===== src/verilog/pctd_pkg.sv =====
package pctd_pkg;
	localparam logic [3:0] CMD_INT_ACK = 4'h0;
	localparam logic [3:0] CMD_SPECIAL = 4'h1;
	localparam logic [3:0] CMD_IO_RD = 4'h2;
	localparam logic [3:0] CMD_IO_WR = 4'h3;
	localparam logic [3:0] CMD_MEM_RD = 4'h6;
	localparam logic [3:0] CMD_MEM_WR = 4'h7;
	localparam logic [3:0] CMD_CFG_RD = 4'hA;
	localparam logic [3:0] CMD_CFG_WR = 4'hB;
	localparam logic [3:0] CMD_MEM_RD_MUL = 4'hC;
	localparam logic [3:0] CMD_MEM_RD_LINE = 4'hE;
	localparam logic [3:0] CMD_MEM_WR_INV = 4'hF;
	localparam int FIFO_WIDTH = 32;
	localparam int FIFO_DEPTH = 8;
	localparam logic [31:0] RESET_WORD = 32'h0000_0000;
	typedef enum logic [1:0] {
		PCTD_SP_MEM,
		PCTD_SP_IO,
		PCTD_SP_CFG,
		PCTD_SP_NONE
	} pctd_space_e;
endpackage


===== src/verilog/pctd_fifo.sv =====
`timescale 1ns/1ps
module pctd_fifo #(
	parameter int WIDTH = 32,
	parameter int DEPTH = 8
) (
	input wire logic core_clk,
	input wire logic reset_n,
	input wire logic [WIDTH-1:0] in_data,
	input wire logic in_valid,
	output logic in_ready,
	output logic [WIDTH-1:0] out_data,
	output logic out_valid,
	input wire logic out_ready
);
	localparam int AW = $clog2(DEPTH);
	logic [WIDTH-1:0] mem [DEPTH];
	logic [AW-1:0] wr_ptr_r;
	logic [AW-1:0] rd_ptr_r;
	logic [AW:0] count_r;
	logic push;
	logic pop;

	assign in_ready = (count_r != (AW+1)'(DEPTH));
	assign out_valid = (count_r != '0);
	assign push = in_valid && in_ready;
	assign pop = out_valid && out_ready;
	assign out_data = mem[rd_ptr_r];

	always_ff @(posedge core_clk) begin
		if (push) begin
			mem[wr_ptr_r] <= in_data;
		end
	end

	always_ff @(posedge core_clk or negedge reset_n) begin
		if (!reset_n) begin
			wr_ptr_r <= '0;
			rd_ptr_r <= '0;
			count_r <= '0;
		end else begin
			if (push) begin
				wr_ptr_r <= (wr_ptr_r == AW'(DEPTH-1)) ? '0 : wr_ptr_r + 1'b1;
			end
			if (pop) begin
				rd_ptr_r <= (rd_ptr_r == AW'(DEPTH-1)) ? '0 : rd_ptr_r + 1'b1;
			end
			count_r <= count_r + (AW+1)'(push) - (AW+1)'(pop);
		end
	end
endmodule


===== src/verilog/pctd_target.sv =====
`timescale 1ns/1ps
module pctd_target
	import pctd_pkg::*;
#(
	parameter logic [31:0] MEM_BASE = 32'h0000_0000,
	parameter logic [31:0] MEM_MASK = 32'hFFFF_FF00,
	parameter logic [31:0] IO_BASE = 32'h0000_0000,
	parameter logic [31:0] IO_MASK = 32'hFFFF_FFF0,
	parameter logic [31:0] REG_MASK = 32'h0000_0080
) (
	input wire logic core_clk,
	input wire logic reset_n,
	input wire logic frame_n,
	input wire logic irdy_n,
	input wire logic idsel,
	input wire logic [3:0] cbe_n,
	input wire logic [31:0] ad_in,
	output logic [31:0] ad_out,
	output logic ad_oe,
	output logic devsel_n_out,
	output logic trdy_n_out,
	output logic stop_n_out,
	output logic ctl_oe,
	output logic [31:0] wr_data,
	output logic wr_valid,
	input wire logic wr_ready,
	input wire logic [31:0] rd_data,
	input wire logic rd_valid,
	output logic rd_ready,
	output logic [31:0] cur_addr,
	output logic [3:0] cur_cmd,
	output logic cur_is_read,
	output logic [1:0] cur_space,
	output logic busy
);
	typedef enum logic [2:0] {
		PCTD_IDLE,
		PCTD_TURN,
		PCTD_DATA,
		PCTD_BACKOFF,
		PCTD_WAIT_IDLE
	} pctd_state_e;

	pctd_state_e state_r;
	logic frame_n_s1_r;
	logic frame_n_s2_r;
	logic frame_n_prev_r;
	logic irdy_n_s1_r;
	logic irdy_n_s2_r;
	logic idsel_s1_r;
	logic idsel_s2_r;
	logic [3:0] cbe_n_s1_r;
	logic [3:0] cbe_n_s2_r;
	logic [31:0] ad_s1_r;
	logic [31:0] ad_s2_r;
	logic [31:0] addr_r;
	logic [3:0] cmd_r;
	logic is_read_r;
	logic burst_ok_r;
	pctd_space_e space_r;
	logic devsel_r;
	logic trdy_r;
	logic stop_r;
	logic oe_r;
	logic ad_oe_r;
	logic [31:0] ad_out_r;
	logic addr_phase;
	logic claim;
	logic xfer;
	logic last;
	logic bus_idle;
	logic [3:0] cmd_in;
	pctd_space_e space_in;
	logic fifo_in_ready;
	logic fifo_out_valid;
	logic [31:0] fifo_out_data;
	logic fifo_out_ready;

	// fold aliases onto base commands and sort into address spaces
	function automatic logic [3:0] pctd_norm_cmd(input logic [3:0] c);
		unique case (c)
			CMD_MEM_RD_MUL, CMD_MEM_RD_LINE: pctd_norm_cmd = CMD_MEM_RD;
			CMD_MEM_WR_INV: pctd_norm_cmd = CMD_MEM_WR;
			default: pctd_norm_cmd = c;
		endcase
	endfunction

	function automatic pctd_space_e pctd_space(input logic [3:0] c);
		unique case (c)
			CMD_IO_RD, CMD_IO_WR: pctd_space = PCTD_SP_IO;
			CMD_MEM_RD, CMD_MEM_WR: pctd_space = PCTD_SP_MEM;
			CMD_CFG_RD, CMD_CFG_WR: pctd_space = PCTD_SP_CFG;
			default: pctd_space = PCTD_SP_NONE;
		endcase
	endfunction

	// pins are asynchronous to core_clk, so every one takes two stages
	always_ff @(posedge core_clk or negedge reset_n) begin
		if (!reset_n) begin
			frame_n_s1_r <= 1'b1;
			frame_n_s2_r <= 1'b1;
			frame_n_prev_r <= 1'b1;
			irdy_n_s1_r <= 1'b1;
			irdy_n_s2_r <= 1'b1;
			idsel_s1_r <= 1'b0;
			idsel_s2_r <= 1'b0;
			cbe_n_s1_r <= 4'hF;
			cbe_n_s2_r <= 4'hF;
			ad_s1_r <= RESET_WORD;
			ad_s2_r <= RESET_WORD;
		end else begin
			frame_n_s1_r <= frame_n;
			frame_n_s2_r <= frame_n_s1_r;
			frame_n_prev_r <= frame_n_s2_r;
			irdy_n_s1_r <= irdy_n;
			irdy_n_s2_r <= irdy_n_s1_r;
			idsel_s1_r <= idsel;
			idsel_s2_r <= idsel_s1_r;
			cbe_n_s1_r <= cbe_n;
			cbe_n_s2_r <= cbe_n_s1_r;
			ad_s1_r <= ad_in;
			ad_s2_r <= ad_s1_r;
		end
	end

	assign addr_phase = frame_n_prev_r && !frame_n_s2_r;
	// the command code stands on the c/be pins as is; no inversion
	assign cmd_in = cbe_n_s2_r;
	assign space_in = pctd_space(pctd_norm_cmd(cmd_in));
	always_comb begin
		unique case (space_in)
			PCTD_SP_MEM: claim = ((ad_s2_r & MEM_MASK) == MEM_BASE);
			PCTD_SP_IO: claim = ((ad_s2_r & IO_MASK) == IO_BASE);
			PCTD_SP_CFG: claim = idsel_s2_r;
			PCTD_SP_NONE: claim = 1'b0;
		endcase
	end
	assign xfer = !trdy_r && !irdy_n_s2_r;
	assign last = xfer && frame_n_s2_r;
	assign bus_idle = frame_n_s2_r && irdy_n_s2_r;

	always_ff @(posedge core_clk or negedge reset_n) begin
		if (!reset_n) begin
			addr_r <= RESET_WORD;
			cmd_r <= 4'h0;
			is_read_r <= 1'b0;
			burst_ok_r <= 1'b0;
			space_r <= PCTD_SP_NONE;
		end else if (addr_phase && state_r == PCTD_IDLE) begin
			addr_r <= ad_s2_r;
			cmd_r <= pctd_norm_cmd(cmd_in);
			is_read_r <= !cmd_in[0];
			space_r <= space_in;
			// register window and config space refuse bursts
			burst_ok_r <= (space_in != PCTD_SP_CFG) && ((ad_s2_r & REG_MASK) == '0);
		end else if (xfer) begin
			addr_r <= addr_r + 32'h0000_0004;
		end
	end

	// one process drives the bus handshake; target only, never master
	always_ff @(posedge core_clk or negedge reset_n) begin
		if (!reset_n) begin
			state_r <= PCTD_IDLE;
			devsel_r <= 1'b1;
			trdy_r <= 1'b1;
			stop_r <= 1'b1;
			oe_r <= 1'b0;
			ad_oe_r <= 1'b0;
		end else begin
			unique case (state_r)
				PCTD_IDLE: begin
					ad_oe_r <= 1'b0;
					if (addr_phase && claim) begin
						devsel_r <= 1'b0;
						oe_r <= 1'b1;
						state_r <= !cmd_in[0] ? PCTD_TURN : PCTD_DATA;
					end else if (addr_phase) begin
						state_r <= PCTD_WAIT_IDLE;
					end
				end
				PCTD_TURN: begin
					ad_oe_r <= 1'b1;
					state_r <= PCTD_DATA;
				end
				PCTD_DATA: begin
					if (last || (xfer && !stop_r)) begin
						devsel_r <= 1'b1;
						trdy_r <= 1'b1;
						stop_r <= 1'b1;
						ad_oe_r <= 1'b0;
						state_r <= PCTD_BACKOFF;
					end else begin
						// ready only when data can move; waits add single clocks
						trdy_r <= !(is_read_r ? (fifo_out_valid && trdy_r) || (!trdy_r && irdy_n_s2_r)
							: fifo_in_ready);
						if (!frame_n_s2_r && !irdy_n_s2_r && !burst_ok_r) begin
							stop_r <= 1'b0;
						end
					end
				end
				PCTD_BACKOFF: begin
					oe_r <= 1'b0;
					state_r <= bus_idle ? PCTD_IDLE : PCTD_WAIT_IDLE;
				end
				PCTD_WAIT_IDLE: begin
					if (bus_idle) begin
						state_r <= PCTD_IDLE;
					end
				end
				default: state_r <= PCTD_IDLE;
			endcase
		end
	end

	// read data lands in the output register in the clock that trdy is asserted (driven low)
	always_ff @(posedge core_clk or negedge reset_n) begin
		if (!reset_n) begin
			ad_out_r <= RESET_WORD;
		end else if (fifo_out_ready) begin
			ad_out_r <= fifo_out_data;
		end
	end

	assign fifo_out_ready = is_read_r && state_r == PCTD_DATA && trdy_r && fifo_out_valid
		&& !last;

	pctd_fifo #(
		.WIDTH(FIFO_WIDTH),
		.DEPTH(FIFO_DEPTH)
	) u_rd_fifo (
		.core_clk(core_clk),
		.reset_n(reset_n),
		.in_data(rd_data),
		.in_valid(rd_valid),
		.in_ready(rd_ready),
		.out_data(fifo_out_data),
		.out_valid(fifo_out_valid),
		.out_ready(fifo_out_ready)
	);

	// write path streams directly; full sink holds trdy off
	assign fifo_in_ready = wr_ready;
	always_ff @(posedge core_clk or negedge reset_n) begin
		if (!reset_n) begin
			wr_data <= RESET_WORD;
			wr_valid <= 1'b0;
		end else begin
			wr_valid <= xfer && !is_read_r && state_r == PCTD_DATA;
			if (xfer && !is_read_r) begin
				wr_data <= ad_s2_r;
			end
		end
	end

	assign ad_out = ad_out_r;
	assign ad_oe = ad_oe_r && is_read_r;
	assign devsel_n_out = devsel_r;
	assign trdy_n_out = trdy_r;
	assign stop_n_out = stop_r;
	assign ctl_oe = oe_r;
	assign cur_addr = addr_r;
	assign cur_cmd = cmd_r;
	assign cur_is_read = is_read_r;
	assign cur_space = space_r;
	assign busy = (state_r != PCTD_IDLE);
endmodule


===== config.mk =====
export PLATFORM = sky130hd
export DESIGN_NAME = pctd_target
export DESIGN_NICKNAME = d
export VERILOG_FILES = /design/src/verilog/pctd_pkg.sv /design/src/verilog/pctd_fifo.sv /design/src/verilog/pctd_target.sv
export SDC_FILE = /design/constraint.sdc
export NUM_CORES = 1
export LEC_CHECK = 0
export BUFFER_PORTS_ARGS = -buffer_cell sky130_fd_sc_hd__buf_2
export CORE_MARGIN = 3
export CORE_UTILIZATION = 52
export CTS_CLUSTER_DIAMETER = 100
export DETAILED_ROUTE_END_ITERATION = 8
export GPL_TIMING_DRIVEN = 0
export HOLD_SLACK_MARGIN = 0.1
export PLACE_DENSITY = 0.73
export SYNTH_ARGS = -nofsm -noshare
export SYNTH_HDL_FRONTEND = slang
export SYNTH_SLANG_ARGS = --single-unit

===== constraint.sdc =====
create_clock -name core_clk -period 4.2 [get_ports core_clk]
set_input_delay 0.21 -clock core_clk [delete_from_list [all_inputs] [get_ports core_clk]]
set_output_delay 0.21 -clock core_clk [all_outputs]
set_load 0.05 [all_outputs]

==> flow_summary.yaml <==
critical_path:
  worst-path-max-fanout: 10
  startpoint_type: "register"
  endpoint_kind: "register"
  cp.arrival_ps: 4080
  worstPathRequired_ps: 4630
  critPathKind: "register to register"
detailed_routing:
  drt_first_pass_iters: 5
  wl_met2_mm: 18.8
  vias_per_cell: 5.51
  top_layer_used: "met4"
  drt_iter0_markers: 526
  drc: 0
  m1WireLength_mm: 15.5
  wirelength_mm: 37.8
  vias: 9737
  wl_met3_mm: 2.58
  final_antenna_net_count: 0
  wl_per_cell_um: 21.4
synth:
  synth_area_sq_mm: 0.0171
  ys_warn_count: 0
  ys_seq_area_frac: 0.747
  synthArstFlopShare: 0.441
  ys.flop_type: "edfxtp_1"
  synth_edf_count: 256
  synth_cells: 973
  syn_nets: 1060
  synth_seq_cells: 458
  avgSynthCellArea_sq_um: 17.6
  synth.distinct_cells: 53
sta:
  finalHoldViolCount: 0
  worst_pin_slew_ps: 1150
  rsz0062_at_grt: "false"
  fmax_ghz: 0.274
  finalCritPeriodShare: 0.868
  finalMaxSlewViolations: 0
  slew_headroom: 0.224
  period_minus_slack_ps: 3640
  clock_skew_ps: 14.2
  setup_violations: 0
place:
  gp_congestion: 0.845
  postPlaceCellArea_sq_mm: 0.0189
  portBuffers: 185
  hpwl_mm: 24.7
global_route:
  grt_pass1_vias: 10200
  grt_pass1_wl_mm: 58.9
  antenna_found_initial: 1
  grt_overflow: 0
  grt_usage: 0.218
  grt_max_degree: 119
cts:
  cts_buffer_depth: 3
  numClockSinks: 458
  clk_latency_ps: 560
  path_clk_slew_ps: 60
  cts-buffers-inserted: 45
  h-tree-depth: 2
  cts_tree: "built"
  cts-root-buf: "clkbuf_16"
finish:
  multiInputGateArea_sq_mm: 0.00414
  nets: 1385
  syn_to_final_growth_pct: 24.3
  stdcell_area_sq_mm: 0.0212
  most-common-layout-cells: "256 x edfxtp_1, 197 x buf_2, 184 x dfrtp_1, 73 x dlygate4sd3_1, 64 x mux4_2"
  regArea_sq_mm: 0.0128
  layout_commonest_cell: "edfxtp_1"
  drive_gt1_frac: 0.319
  fill_cells: 2159
power:
  p_leak_nw: 8.22
  powerDensity_mw_per_mm2: 643
  peakVddDrop_uv: 442
  finalPower_mw: 13.6
floorplanning:
  die-area_sq_mm: 0.0351
  start_util: 0.534
  die_h_um: 187
  rows: 65
  core_sq_mm: 0.0320
  io_pins: 186
  die_w_um: 187
status:
  status: "finished, final reports clean"
worst_hold_path:
  hold_path.class: "primary input to async pin"
job:
  drv_cap: 0
synth_stat cells (2+ instances only):
| cell type | count | area (sq um) |
|---|---|---|
| nor2_1 | 56 | 210 |
| nand2b_1 | 3 | 18.8 |
| dfrtp_1 | 184 | 4600 |
| or3_1 | 2 | 12.5 |
| nand3b_1 | 2 | 15.0 |
| buf_1 | 3 | 11.3 |
| edfxtp_1 | 256 | 7690 |
| and4_1 | 2 | 17.5 |
| dfstp_2 | 18 | 473 |
| mux4_2 | 64 | 1440 |
| and3_1 | 6 | 37.5 |
| inv_1 | 15 | 56.3 |
| clkbuf_1 | 24 | 90.1 |
| buf_2 | 13 | 65.1 |
| nor4_4 | 2 | 42.5 |
| nor2b_1 | 3 | 18.8 |
| nor4_1 | 9 | 56.3 |
| mux2_2 | 36 | 405 |
| mux2i_1 | 34 | 340 |
| nor3_1 | 10 | 50.1 |
| xnor2_1 | 15 | 131 |
| o21ai_0 | 37 | 185 |
| xor2_1 | 16 | 140 |
| nand4_2 | 2 | 25.0 |
| nand4_1 | 9 | 56.3 |
| nand2_1 | 60 | 225 |
| a21o_1 | 3 | 22.5 |
| nand4bb_1 | 2 | 22.5 |
| nand3_1 | 9 | 45.0 |
| o21a_1 | 2 | 15.0 |
| a21oi_1 | 42 | 210 |
| ha_1 | 11 | 138 |
| and2_1 | 2 | 12.5 |
| a2111oi_0 | 2 | 17.5 |
power by group:
group	internal, mW	switching, mW
sequential	5.58	0.422
clock	2.60	1.66
combinational	1.06	2.33
registers in the layout, indices dropped and copies added (netlist names), 2 cells and up:
register	count
u_rd_fifo.wr_ptr_r	3
ad_s2_r	32
cbe_n_s2_r	4
cur_addr	32
state_r	3
ad_out	32
cur_space	2
cbe_n_s1_r	4
u_rd_fifo.rd_ptr_r	3
u_rd_fifo.count_r	4
u_rd_fifo.mem	256
wr_data	32
cur_cmd	4
ad_s1_r	32
repair_timing:
| action | CTS | global route |
|---|---|---|
| hold buffers | 73 | 0 |
| hold endpoints to repair | 380 | 0 |
| gates resized for setup | 0 | 0 |
| setup buffers | 0 | 0 |
per-layer routing:
| layer | global-route usage | vias up |
|---|---|---|
| met1 | 0.293 | 4992 |
| met5 | 0 | - |
| met4 | 0.0628 | 0 |
| met2 | 0.365 | 357 |
| li1 | - | 4326 |
| met3 | 0.0440 | 62 |
logic make-up (layout without fill, tap and decap cells):
kind of cell | after synthesis | after routing | share of synthesized area
and+or+nand+nor | 186 | 186 | 0.0546
buffers and inverters | 56 | 414 | 0.0137
xor gates and xnor gates | 31 | 31 | 0.0159
muxes | 134 | 134 | 0.128
adders and majority gates | 12 | 12 | 0.00923
other | 0 | 2 | 0
AOI/OAI and AO/OA | 96 | 96 | 0.0313
DFF | 458 | 458 | 0.747
final timing paths:
check | cells after the start | to | startpoint | slack (ps)
worst max-delay path | 12 | u_rd_fifo.count_r[2]$_DFF_PN0_ | state_r[0]$_DFFE_PN0P_ | 560
min in group core_clk | 3 | u_rd_fifo.wr_ptr_r[0]$_DFFE_PN0P_ | rd_valid | 290
worst max register to register | 12 | u_rd_fifo.count_r[2]$_DFF_PN0_ | state_r[0]$_DFFE_PN0P_ | 560
max in group asynchronous | 3 | ad_s1_r[1]$_DFF_PN0_ | reset_n | 2910
worst min register to register | 0 | ad_s2_r[20]$_DFF_PN0_ | ad_s1_r[20]$_DFF_PN0_ | 340
worst min-delay path | 2 | wr_data[19]$_DFFE_PN0P_ | reset_n | 270
critical path: stages (launching register included):
cell and delay, ps:
dfrtp_1 360, clkbuf_1 190, nor2_1 290, nand2_1 180, a211oi_2 690, buf_2 390
buf_2 360, ha_1 290, inv_1 50, ha_1 160, inv_1 60, fa_1 380
xnor2_1 140
per-stage QoR:
stage / hold slack, ps / worst slack (ps) / util / cells / TNS, ps
floorplan: -85.6 / 229 / - / 973 / 0
global placement: 317 / -1750 / 0.581 / 1593 / -332110
detailed placement: 272 / 522 / 0.592 / 1613 / 0
CTS: 277 / 493 / 0.664 / 1766 / 0
global route: 293 / 269 / 0.664 / 1767 / 0
finish: 272 / 556 / 0.664 / 1768 / 0
area by class of cell:
class                           count  area share
Clock inverter                     21      0.0160
Sequential cell                   458       0.601
Tap cell                          435      0.0256
Multi-Input combinational cell    459       0.195
Clock buffer                       59      0.0588
Buffer                             41     0.00837
Inverter                           15     0.00265
Timing Repair Buffer              278      0.0920
Antenna cell                        2    0.000236
Note: power is estimated with default switching activity, not from simulation.
